File: config.mk
export PLATFORM = sky130hd
export DESIGN_NAME = cpm_monitor
export DESIGN_NICKNAME = d
export VERILOG_FILES = /design/src/cpm_pkg.sv /design/src/cpm_dly_if.sv /design/src/cpm_monitor.sv /design/src/cpm_delay_timer.sv
export VERILOG_INCLUDE_DIRS = /design/src
export SDC_FILE = /design/constraint.sdc
export NUM_CORES = 1
export LEC_CHECK = 0
export BUFFER_PORTS_ARGS = -buffer_cell sky130_fd_sc_hd__buf_2
export CAP_MARGIN = 20
export CELL_PAD_IN_SITES_DETAIL_PLACEMENT = 0
export CELL_PAD_IN_SITES_GLOBAL_PLACEMENT = 1
export CORE_ASPECT_RATIO = 1.75
export CORE_UTILIZATION = 41
export CTS_CLUSTER_SIZE = 14
export DETAILED_ROUTE_END_ITERATION = 8
export MAX_ROUTING_LAYER = met4
export PLACE_DENSITY_LB_ADDON = 0.1
export SETUP_SLACK_MARGIN = 0.1
export SLEW_MARGIN = 20
export SYNTH_ARGS = -nofsm -noshare
export SYNTH_HDL_FRONTEND = slang
export SYNTH_SLANG_ARGS = --single-unit
File: constraint.sdc
create_clock -name clk -period 2.5 [get_ports clk]
set_clock_uncertainty 0.15 [all_clocks]
set_input_delay 0 -clock clk [delete_from_list [all_inputs] [get_ports clk]]
set_output_delay 0 -clock clk [all_outputs]
set_load 0.005 [all_outputs]
File: src/cpm_consts.svh
/*
 Constants of the pack current protection monitor: timing, offsets,
 field positions and reset values.
 Assumes a 100 MHz clock and a sense level in 0.1 mV steps.
*/
`ifndef CPM_CONSTS_SVH
`define CPM_CONSTS_SVH
// ----------------------------------------
// timing
// ----------------------------------------
`define CPM_CLK_NS 10
`define CPM_US_NS 1000
`define CPM_US_CYC (`CPM_US_NS / `CPM_CLK_NS)
`define CPM_UNIT_STEP 1000
`define CPM_MIN_S 60
`define CPM_DIR_MS 2
`define CPM_DIR_CYC (`CPM_DIR_MS * `CPM_UNIT_STEP * `CPM_US_CYC)
`define CPM_DLY_LIMIT 11'h400
`define CPM_DIR_LEVEL 13'h0001
// ----------------------------------------
// register offsets
// ----------------------------------------
`define CPM_OFS_CTRL 8'h00
`define CPM_OFS_THR 8'h04
`define CPM_OFS_DDLY 8'h08
`define CPM_OFS_CDLY 8'h0C
`define CPM_OFS_SDLY 8'h10
`define CPM_OFS_STAT 8'h14
`define CPM_OFS_MASK 8'h18
`define CPM_OFS_CURR 8'h1C
// ----------------------------------------
// fields
// ----------------------------------------
`define CPM_CTRL_OVR 2
`define CPM_CTRL_FETON 3
`define CPM_THR_DOC 0
`define CPM_THR_COC 4
`define CPM_THR_DSC 8
`define CPM_ST_DOC 0
`define CPM_ST_COC 1
`define CPM_ST_DSC 2
`define CPM_ST_LD 3
`define CPM_ST_CH 4
`define CPM_ST_CDIR 5
`define CPM_ST_DDIR 6
`define CPM_CURR_LO 16
// ----------------------------------------
// reset values
// ----------------------------------------
`define CPM_RST_CTRL 4'h0
`define CPM_RST_THR 12'h000
`define CPM_RST_DLY 12'h000
`define CPM_RST_MASK 5'h00
`endif

File: src/cpm_pkg.sv
/*
 Types of the pack current protection monitor.
 Assumes nothing of its surroundings.
*/
package cpm_pkg;
   // amplifier gain choices
   typedef enum logic [1:0] {CPM_GAIN_X5, CPM_GAIN_X50, CPM_GAIN_X500, CPM_GAIN_RSV} cpm_gain_e;
   // sense level, signed, 0.1 mV per step, positive leaves the pack
   typedef logic signed [12:0] cpm_lvl_t;
endpackage

File: src/cpm_dly_if.sv
/*
 Carrier between the monitor and one fault delay timer.
 Assumes all signals are in the one clock domain.
*/
`timescale 1ns/1ps
interface cpm_dly_if;
   logic usTick;
   logic msTick;
   logic sTick;
   logic minTick;
   logic cond;
   logic [11:0] setting;
   logic expired;
   modport ctl (output usTick, msTick, sTick, minTick, cond, setting, input expired);
   modport tmr (input usTick, msTick, sTick, minTick, cond, setting, output expired);
endinterface

File: src/cpm_monitor.sv
/*
 Pack current protection monitor: sense gain, offset-adjusted current,
 direction debounce, overcurrent and short-circuit qualification,
 fault flags, FET switch-off, AHB-Lite registers and interrupt.
 Assumes a digitised sense level, a conversion stream from the ADC and
 a calibration offset held steady by nonvolatile storage.
*/
// The AHB-Lite slave port and the placing of the registers were chosen for this implementation.
`timescale 1ns/1ps
`include "cpm_consts.svh"
module cpm_monitor
   import cpm_pkg::*;
#(
   parameter int DIR_CYC = `CPM_DIR_CYC
)
(
   input wire logic clk,
   input wire logic nrst,
   input wire logic hsel,
   input wire logic [31:0] haddr,
   input wire logic [1:0] htrans,
   input wire logic hwrite,
   input wire logic [2:0] hsize,
   input wire logic [31:0] hwdata,
   input wire logic hready,
   output logic hreadyout,
   output logic [31:0] hrdata,
   output logic hresp,
   input wire logic lowPowerMode,
   input wire cpm_lvl_t senseLevel,
   input wire logic measPhase,
   input wire logic adcValid,
   input wire logic [13:0] adcCode,
   input wire logic [13:0] calOffset,
   output cpm_gain_e ampGain,
   output logic fetEnable,
   output logic dischargeDir,
   output logic chargeDir,
   output logic irq
);
   // ----------------------------------------
   // declarations
   // ----------------------------------------
   logic [3:0] ctrl_ff;
   logic [11:0] thr_ff;
   logic [11:0] dly_ff [3];
   logic [4:0] flags_ff;
   logic [4:0] mask_ff;
   logic [13:0] curr14_ff;
   logic [11:0] curr12_ff;
   logic wrPend_ff;
   logic [7:0] wrAddr_ff;
   logic [31:0] rdata_ff;
   logic [6:0] usCnt_ff;
   logic [9:0] msCnt_ff;
   logic [9:0] sCnt_ff;
   logic [9:0] minCnt_ff;
   logic [5:0] secCnt_ff;
   logic usTick_ff;
   logic msTick_ff;
   logic sTick_ff;
   logic minTick_ff;
   logic [24:0] disCnt_ff;
   logic [24:0] chgCnt_ff;
   logic disDir_ff;
   logic chgDir_ff;
   cpm_gain_e gain_ff;
   logic fet_ff;
   logic [4:0] nxt_flags;
   logic [25:0] nxt_dis;
   logic [25:0] nxt_chg;
   cpm_dly_if dlyIf [3] ();

   // ----------------------------------------
   // helpers
   // ----------------------------------------
   // threshold in 0.1 mV steps; kind 0 discharge oc, 1 charge oc, 2 short
   function automatic logic [12:0] thrLevel(input logic [1:0] kind, input logic [2:0] code);
      logic [12:0] v;
      v = 13'h0000;
      case ({kind, code})
         5'h00: v = 13'h0028;
         5'h01: v = 13'h0050;
         5'h02: v = 13'h00A0;
         5'h03: v = 13'h00F0;
         5'h04: v = 13'h0140;
         5'h05: v = 13'h01E0;
         5'h06: v = 13'h0280;
         5'h07: v = 13'h03C0;
         5'h08: v = 13'h000A;
         5'h09: v = 13'h0014;
         5'h0A: v = 13'h0028;
         5'h0B: v = 13'h003C;
         5'h0C: v = 13'h0050;
         5'h0D: v = 13'h0078;
         5'h0E: v = 13'h00A0;
         5'h0F: v = 13'h00F0;
         5'h10: v = 13'h00A0;
         5'h11: v = 13'h00F0;
         5'h12: v = 13'h0140;
         5'h13: v = 13'h01E0;
         5'h14: v = 13'h0280;
         5'h15: v = 13'h03C0;
         5'h16: v = 13'h0500;
         5'h17: v = 13'h0A00;
         default: v = 13'h0000;
      endcase
      return v;
   endfunction

   // direction debounce: returns {flag, count}
   function automatic logic [25:0] dirStep(input logic seen, input logic flag,
                                           input logic [24:0] cnt);
      logic [25:0] r;
      r = {flag, 25'h0000000};
      if (seen == flag) begin
         r = {flag, 25'h0000000};
      end else if (seen && cnt >= 25'(DIR_CYC)) begin
         r = {1'b1, 25'h0000000};
      end else if (!seen && cnt >= 25'(DIR_CYC - 1)) begin
         r = {1'b0, 25'h0000000};
      end else begin
         r = {flag, cnt + 25'h0000001};
      end
      return r;
   endfunction

   // wrap counter: true on the last count
   function automatic logic atEnd(input logic [9:0] cnt, input logic [9:0] last);
      return cnt == last;
   endfunction

   // ----------------------------------------
   // bus decode
   // ----------------------------------------
   wire logic addrPh = hsel && hready && htrans[1];
   wire logic wrNow = wrPend_ff;
   wire logic [31:0] rdWord =
      (haddr[7:0] == `CPM_OFS_CTRL) ? {28'h0000000, ctrl_ff} :
      (haddr[7:0] == `CPM_OFS_THR) ? {20'h00000, thr_ff} :
      (haddr[7:0] == `CPM_OFS_DDLY) ? {20'h00000, dly_ff[0]} :
      (haddr[7:0] == `CPM_OFS_CDLY) ? {20'h00000, dly_ff[1]} :
      (haddr[7:0] == `CPM_OFS_SDLY) ? {20'h00000, dly_ff[2]} :
      (haddr[7:0] == `CPM_OFS_STAT) ? {25'h0000000, disDir_ff, chgDir_ff, flags_ff} :
      (haddr[7:0] == `CPM_OFS_MASK) ? {27'h0000000, mask_ff} :
      (haddr[7:0] == `CPM_OFS_CURR) ? {4'h0, curr12_ff, 2'h0, curr14_ff} : 32'h00000000;
   wire logic [4:0] w1c = (wrNow && wrAddr_ff == `CPM_OFS_STAT) ? hwdata[4:0] : 5'h00;

   // one wait state only when a read meets the write data phase of the same register,
   // so that the read returns the freshly written value; always OKAY
   assign hreadyout = !(wrNow && hsel && htrans[1] && !hwrite && haddr[7:0] == wrAddr_ff);
   assign hresp = 1'b0;
   assign hrdata = rdata_ff;

   // address phase capture and read data
   always_ff @(posedge clk or negedge nrst) begin
      if (!nrst) begin
         wrPend_ff <= 1'b0;
         wrAddr_ff <= 8'h00;
         rdata_ff <= 32'h00000000;
      end else begin
         wrPend_ff <= addrPh && hwrite && hsize == 3'h2;
         wrAddr_ff <= haddr[7:0];
         rdata_ff <= (addrPh && !hwrite) ? rdWord : rdata_ff;
      end
   end

   // writable registers
   always_ff @(posedge clk or negedge nrst) begin
      if (!nrst) begin
         ctrl_ff <= `CPM_RST_CTRL;
         thr_ff <= `CPM_RST_THR;
         dly_ff[0] <= `CPM_RST_DLY;
         dly_ff[1] <= `CPM_RST_DLY;
         dly_ff[2] <= `CPM_RST_DLY;
         mask_ff <= `CPM_RST_MASK;
      end else if (wrNow) begin
         if (wrAddr_ff == `CPM_OFS_CTRL) ctrl_ff <= hwdata[3:0];
         if (wrAddr_ff == `CPM_OFS_THR) thr_ff <= hwdata[11:0] & 12'h777;
         if (wrAddr_ff == `CPM_OFS_DDLY) dly_ff[0] <= hwdata[11:0];
         if (wrAddr_ff == `CPM_OFS_CDLY) dly_ff[1] <= hwdata[11:0];
         if (wrAddr_ff == `CPM_OFS_SDLY) dly_ff[2] <= hwdata[11:0];
         if (wrAddr_ff == `CPM_OFS_MASK) mask_ff <= hwdata[4:0];
      end
   end

   // ----------------------------------------
   // time base
   // ----------------------------------------
   wire logic usEnd = usCnt_ff == 7'(`CPM_US_CYC - 1);
   wire logic msEnd = usEnd && atEnd(msCnt_ff, 10'(`CPM_UNIT_STEP - 1));
   wire logic sEnd = msEnd && atEnd(sCnt_ff, 10'(`CPM_UNIT_STEP - 1));
   wire logic minEnd = sEnd && secCnt_ff == 6'(`CPM_MIN_S - 1);

   // microsecond, millisecond, second and minute ticks
   always_ff @(posedge clk or negedge nrst) begin
      if (!nrst) begin
         usCnt_ff <= 7'h00;
         msCnt_ff <= 10'h000;
         sCnt_ff <= 10'h000;
         secCnt_ff <= 6'h00;
         {usTick_ff, msTick_ff, sTick_ff, minTick_ff} <= 4'h0;
      end else begin
         usCnt_ff <= usEnd ? 7'h00 : usCnt_ff + 7'h01;
         msCnt_ff <= msEnd ? 10'h000 : (usEnd ? msCnt_ff + 10'h001 : msCnt_ff);
         sCnt_ff <= sEnd ? 10'h000 : (msEnd ? sCnt_ff + 10'h001 : sCnt_ff);
         secCnt_ff <= minEnd ? 6'h00 : (sEnd ? secCnt_ff + 6'h01 : secCnt_ff);
         {usTick_ff, msTick_ff, sTick_ff, minTick_ff} <= {usEnd, msEnd, sEnd, minEnd};
      end
   end

   // ----------------------------------------
   // comparisons and delay timers
   // ----------------------------------------
   wire logic monOn = !lowPowerMode;
   wire cpm_lvl_t chgLevel = -senseLevel;
   wire logic docCond = monOn && senseLevel > $signed(thrLevel(2'h0, thr_ff[`CPM_THR_DOC +: 3]));
   wire logic cocCond = monOn && chgLevel > $signed(thrLevel(2'h1, thr_ff[`CPM_THR_COC +: 3]));
   wire logic dscCond = monOn && senseLevel > $signed(thrLevel(2'h2, thr_ff[`CPM_THR_DSC +: 3]));
   wire logic [2:0] conds = {dscCond, cocCond, docCond};

   genvar gi;
   generate
      for (gi = 0; gi < 3; gi++) begin : g_tmr
         assign dlyIf[gi].usTick = usTick_ff;
         assign dlyIf[gi].msTick = msTick_ff;
         assign dlyIf[gi].sTick = sTick_ff;
         assign dlyIf[gi].minTick = minTick_ff;
         assign dlyIf[gi].cond = conds[gi];
         assign dlyIf[gi].setting = dly_ff[gi];
         cpm_delay_timer u_tmr (
            .clk(clk),
            .nrst(nrst),
            .dly(dlyIf[gi].tmr)
         );
      end
   endgenerate

   wire logic docHit = dlyIf[0].expired;
   wire logic cocHit = dlyIf[1].expired;
   wire logic dscHit = dlyIf[2].expired;

   // ----------------------------------------
   // fault flags, FETs and interrupt
   // ----------------------------------------
   // a new fault wins over a clear in the same cycle
   assign nxt_flags[`CPM_ST_DOC] = (flags_ff[`CPM_ST_DOC] && !w1c[`CPM_ST_DOC]) || docHit;
   assign nxt_flags[`CPM_ST_COC] = (flags_ff[`CPM_ST_COC] && !w1c[`CPM_ST_COC]) || cocHit;
   assign nxt_flags[`CPM_ST_DSC] = (flags_ff[`CPM_ST_DSC] && !w1c[`CPM_ST_DSC]) || dscHit;
   assign nxt_flags[`CPM_ST_LD] = (flags_ff[`CPM_ST_LD] && !w1c[`CPM_ST_LD]) || docHit || dscHit;
   assign nxt_flags[`CPM_ST_CH] = (flags_ff[`CPM_ST_CH] && !w1c[`CPM_ST_CH]) || cocHit;

   wire logic ovr = ctrl_ff[`CPM_CTRL_OVR];
   wire logic ocOff = (flags_ff[`CPM_ST_DOC] || flags_ff[`CPM_ST_COC]) && !ovr;
   wire logic hostOff = ovr && !ctrl_ff[`CPM_CTRL_FETON];
   wire logic nxt_fet = !(ocOff || hostOff || flags_ff[`CPM_ST_DSC]);

   // flags and FET drive
   always_ff @(posedge clk or negedge nrst) begin
      if (!nrst) begin
         flags_ff <= 5'h00;
         fet_ff <= 1'b0;
      end else begin
         flags_ff <= nxt_flags;
         fet_ff <= nxt_fet;
      end
   end

   assign fetEnable = fet_ff;
   assign irq = |(flags_ff & mask_ff);

   // ----------------------------------------
   // direction detection
   // ----------------------------------------
   wire logic disSeen = monOn && senseLevel > $signed(`CPM_DIR_LEVEL);
   wire logic chgSeen = monOn && chgLevel > $signed(`CPM_DIR_LEVEL);
   assign nxt_dis = monOn ? dirStep(disSeen, disDir_ff, disCnt_ff) : 26'h0000000;
   assign nxt_chg = monOn ? dirStep(chgSeen, chgDir_ff, chgCnt_ff) : 26'h0000000;

   // debounced direction flags
   always_ff @(posedge clk or negedge nrst) begin
      if (!nrst) begin
         {disDir_ff, disCnt_ff} <= 26'h0000000;
         {chgDir_ff, chgCnt_ff} <= 26'h0000000;
      end else begin
         {disDir_ff, disCnt_ff} <= nxt_dis;
         {chgDir_ff, chgCnt_ff} <= nxt_chg;
      end
   end

   assign dischargeDir = disDir_ff;
   assign chargeDir = chgDir_ff;

   // ----------------------------------------
   // gain and measurement
   // ----------------------------------------
   // reading spans 250, 25 or 2.5 mV each way at x5, x50, x500
   wire cpm_gain_e measGain = cpm_gain_e'(ctrl_ff[1:0]);
   wire cpm_gain_e nxt_gain = measPhase ? measGain : CPM_GAIN_X5;
   wire logic [13:0] adjCode = adcCode - calOffset;

   // gain drive and stored results
   always_ff @(posedge clk or negedge nrst) begin
      if (!nrst) begin
         gain_ff <= CPM_GAIN_X5;
         curr14_ff <= 14'h0000;
         curr12_ff <= 12'h000;
      end else begin
         gain_ff <= nxt_gain;
         curr14_ff <= adcValid ? adjCode : curr14_ff;
         curr12_ff <= adcValid ? adjCode[13:2] : curr12_ff;
      end
   end

   assign ampGain = gain_ff;
endmodule

File: src/cpm_delay_timer.sv
/*
 Fault delay timer: counts scaled units while its condition holds.
 Assumes unit ticks are one-cycle pulses from the monitor.
*/
`timescale 1ns/1ps
`include "cpm_consts.svh"
module cpm_delay_timer
   import cpm_pkg::*;
(
   input wire logic clk,
   input wire logic nrst,
   cpm_dly_if.tmr dly
);
   logic [10:0] cnt_ff;
   logic [10:0] nxt_cnt;
   wire logic unitTick;

   // ----------------------------------------
   // unit selection and counting
   // ----------------------------------------
   // scale 00 us, 01 ms, 10 s, 11 minutes
   assign unitTick = dly.setting[11] ? (dly.setting[10] ? dly.minTick : dly.sTick)
                                     : (dly.setting[10] ? dly.msTick : dly.usTick);
   // restart whenever the condition drops
   assign nxt_cnt = !dly.cond ? 11'h000 :
                    (unitTick && cnt_ff < `CPM_DLY_LIMIT) ? cnt_ff + 11'h001 : cnt_ff;
   assign dly.expired = dly.cond && (cnt_ff >= {1'b0, dly.setting[9:0]});

   // count register
   always_ff @(posedge clk or negedge nrst) begin
      if (!nrst) begin
         cnt_ff <= 11'h000;
      end else begin
         cnt_ff <= nxt_cnt;
      end
   end
endmodule

==> summary.txt <==
status -> finished with violations
failing checks -> setup timing
clock sinks -> 231
Clock transition at path regs -> 0.07 ns
Std-Cell Rows -> 85
slew margin rel. -> 55.4%
Die ar. -> 32100 um2
post-layout worst setup margin -> -0.0894 ns
sequential-to-total area share from yosys stat -> 44.9%
Via density -> 5.28
wire per inst -> 18.4 um
critical path's most frequent cell -> buf_6
Hold Slack -> 0.0242 ns
total number of vias -> 10498
worst skew pair latency -> 0.55 ns
Hold Crit Class -> input pin to register
fin area -> 16600 um2
dpl ws -> -0.118 ns
Post-Synthesis Cells -> 1308
crit-path max cell delay -> 0.46 ns
syn_area_per_cell -> 9.84 um2
CTS Buf Count -> 24
endpoints failing setup -> 13
kind of critical path -> register to register
H-tree levels -> 1
DP Wirelength -> 27200 um
number of iterations in the first detailed-routing pass -> 4
Worst IR Drop VDD -> 0.445 mV
GRT Util Overall -> 23.9%
number of flops mapped to enable cells by yosys -> 0
core area -> 30800 um2
Worst EP arrival -> 2.86 ns
final worst path period share -> 104%
Fmax -> 386 MHz
Remaining Overflow, GRT -> 0
proportion of layout cells with a drive suffix above 1 -> 23.9%
share of the synthesized area in the top cell type -> 44.9%
crit-path cells -> buf_6 -> xnor2_2 -> ha_1 -> nand2_2 -> or4_4 -> a211o_1 -> a22oi_2 -> buf_6 -> a221o_1 -> o211ai_1
nature of the critical path startpoint -> register
GP Congestion -> 0.871
synthesis-to-layout area growth -> 29.3%
# IOs -> 158
Yosys cell types -> 80
CP required -> 2.77 ns
routed wire length -> 36600 um
fill cell count -> 2860
top_reg_cell synth -> dfrtp_1
initial antenna violation count -> 0
placed cell areas -> 14400 um2
RSZ-0062 raised after global routing -> true
max-cap viol count -> 0
most common cell after layout, fill and taps aside -> dfrtp_1
Die H -> 236 um
Yosys reg bits -> 231
Area contributors post-synth -> dfrtp_1 (45%), ha_1 (7.7%), xor2_1 (4.1%), nand2_1 (3.8%), o21ai_0 (3.5%)
post-synth top area cell -> dfrtp_1
Iteration-0 DRC Markers -> 343
Fin. Hold Viols -> 0
max-slew violations -> 0
commonest non-fill, non-tap cells in the layout -> dfrtp_1 (226), nand2_1 (125), buf_2 (104), o21ai_0 (87), nor2_1 (87)
Longest Clk Path Bufs -> 3
Initial Utilization -> 41.7%
drt drc -> 0
multi-input logic area -> 6980 um2
peak fanout along the critical path -> 7
number of global-route vias before repair -> 10821
FF/Latch Area -> 5790 um2
worst-margin pin slew -> 0.669 ns
post-route ant nets -> 0
fraction of registers with async set/reset -> 100%
CP endpoint kind -> register
min Tclk post-route -> 2.59 ns
global-route wire length before repair -> 57500 um
Synth warnings -> 0
Mapped Area -> 12900 um2
largest net degree at the start of global routing -> 65
Worst path slowest cell -> dfrtp_2
P_leak -> 7.79 nW
Layout Nets -> 1778
CTS tree -> yes
pwr/cell area -> 529 nW/um2
Die X -> 136 um
Port Buffer Count -> 105
Ant. Diodes -> 0
CTS root buf -> clkbuf_16
==> sequential cells by signal, summed over array words and instances (netlist names), 2 cells and up <==
name	count
dlyIf.setting	36
g_tmr.u_tmr.cnt_ff	33
chgCnt_ff	25
disCnt_ff	25
hrdata	24
curr14_ff	14
msCnt_ff	10
sCnt_ff	10
thr_ff	9
wrAddr_ff	8
usCnt_ff	7
secCnt_ff	6
flags_ff	5
mask_ff	5
ctrl_ff	4
ampGain	2
==> critical path: cells and delay by family (launching register included) <==
kind,cells,cell delay [ns]
buffers and inverters,2,0.28
AO/OA/AOI/OAI,4,0.68
adder cells (fa/ha/maj),1,0.28
AND/OR/NAND/NOR,2,0.49
XOR/XNOR,1,0.12
flip-flops,1,0.46
==> layout make-up <==
class | count | area share [%]
clock buffer | 32 | 4.21
clock inverter | 11 | 1.04
inverter | 79 | 1.78
multi-input combinational | 963 | 41.9
sequential | 231 | 34.8
tap | 391 | 2.94
timing repair buffer | 281 | 13.4
==> synth_stat cells, types with 3 or more instances <==
cell,n
a21oi_1,40
a2111oi_0,4
nand2b_1,10
ha_1,79
and4_1,18
o211ai_1,9
nand3b_1,3
o2111ai_1,5
nor2b_1,15
a211o_1,3
xnor2_1,38
mux2_2,25
a222oi_1,4
xor2_1,60
dfrtp_1,231
o31ai_1,8
nand2_1,130
a211oi_1,5
mux2i_1,14
nor4b_1,3
nor3_1,24
and3_1,24
a31oi_1,4
and2_1,12
nor3b_1,4
clkbuf_1,36
buf_6,3
a21o_1,8
nand3_1,44
o21a_1,13
a22oi_1,8
mux4_2,9
a22o_1,15
nor2_1,106
nand4_1,31
or2_2,3
or4_1,5
a41oi_1,4
or3_1,9
buf_4,9
a21oi_2,10
o21ai_0,90
inv_1,79
buf_1,3
nor4_1,10
==> worst paths after layout <==
check	from	endpoint	slack, ns	cells past startpoint
hold / removal	calOffset[12]	curr14_ff[13]	0.02	6
max in group asynchronous	nrst	dlyIf[1].setting[8]	1.35	4
setup reg to reg	thr_ff[2]	flags_ff[3]	-0.09	10
setup / recovery	thr_ff[2]	flags_ff[3]	-0.09	10
min in group asynchronous	nrst	thr_ff[10]	0.47	4
hold reg to reg	chgCnt_ff[0]	chgCnt_ff[0]	0.32	1
==> kinds of logic after synthesis <==
kind of cell | share of synthesized area (%)
simple gates | 18.0
compound gates | 13.1
flops | 44.9
buf+inv | 4.50
xor+xnor | 6.67
fa+ha+maj | 7.84
mux | 4.85
other cells | 0.0291
==> metal layers <==
| metal | track usage (%) | wire length, um | up-vias |
|---|---|---|---|
| met5 | - | 0 | - |
| met4 | 9.53 | 1480 | 0 |
| met3 | 2.39 | 1000 | 63 |
| met2 | 44.1 | 19800 | 166 |
| met1 | 25.7 | 14300 | 5115 |
| li1 | - | - | 5154 |
==> per-stage QoR <==
| stage | util (%) | instances | power, W | setup TNS, ns |
|---|---|---|---|---|
| after floorplan | - | 1328 | 0.00435 | 0 |
| after global placement | 46.7 | 1847 | 0.00474 | -0.987 |
| after detailed placement | 46.7 | 1847 | 0.00475 | -1.33 |
| after CTS | 52.5 | 1975 | 0.00887 | -0.149 |
| after global routing | 54.0 | 1988 | 0.00916 | -1.52 |
| final | 54.0 | 1988 | 0.00881 | -0.406 |
==> where the power goes <==
| part | internal (W) | switching (W) | total [W] |
|---|---|---|---|
| registers | 0.00382 | 0.0000972 | 0.00392 |
| clock network | 0.00238 | 0.00156 | 0.00395 |
| logic | 0.000449 | 0.000495 | 0.000943 |
| total | 0.00665 | 0.00215 | 0.00881 |
==> timing repair <==
| action | CTS | global route |
|---|---|---|
| gates resized for setup | 21 | 88 |
| hold buffers | 77 | 0 |
| setup buffers | 7 | 11 |
| setup endpoints to repair | 49 | 65 |
| cloned | 1 | 2 |
| hold endpoints to repair | 350 | 0 |
| pin swaps | 8 | 45 |
(Power assumes the default switching activity.)
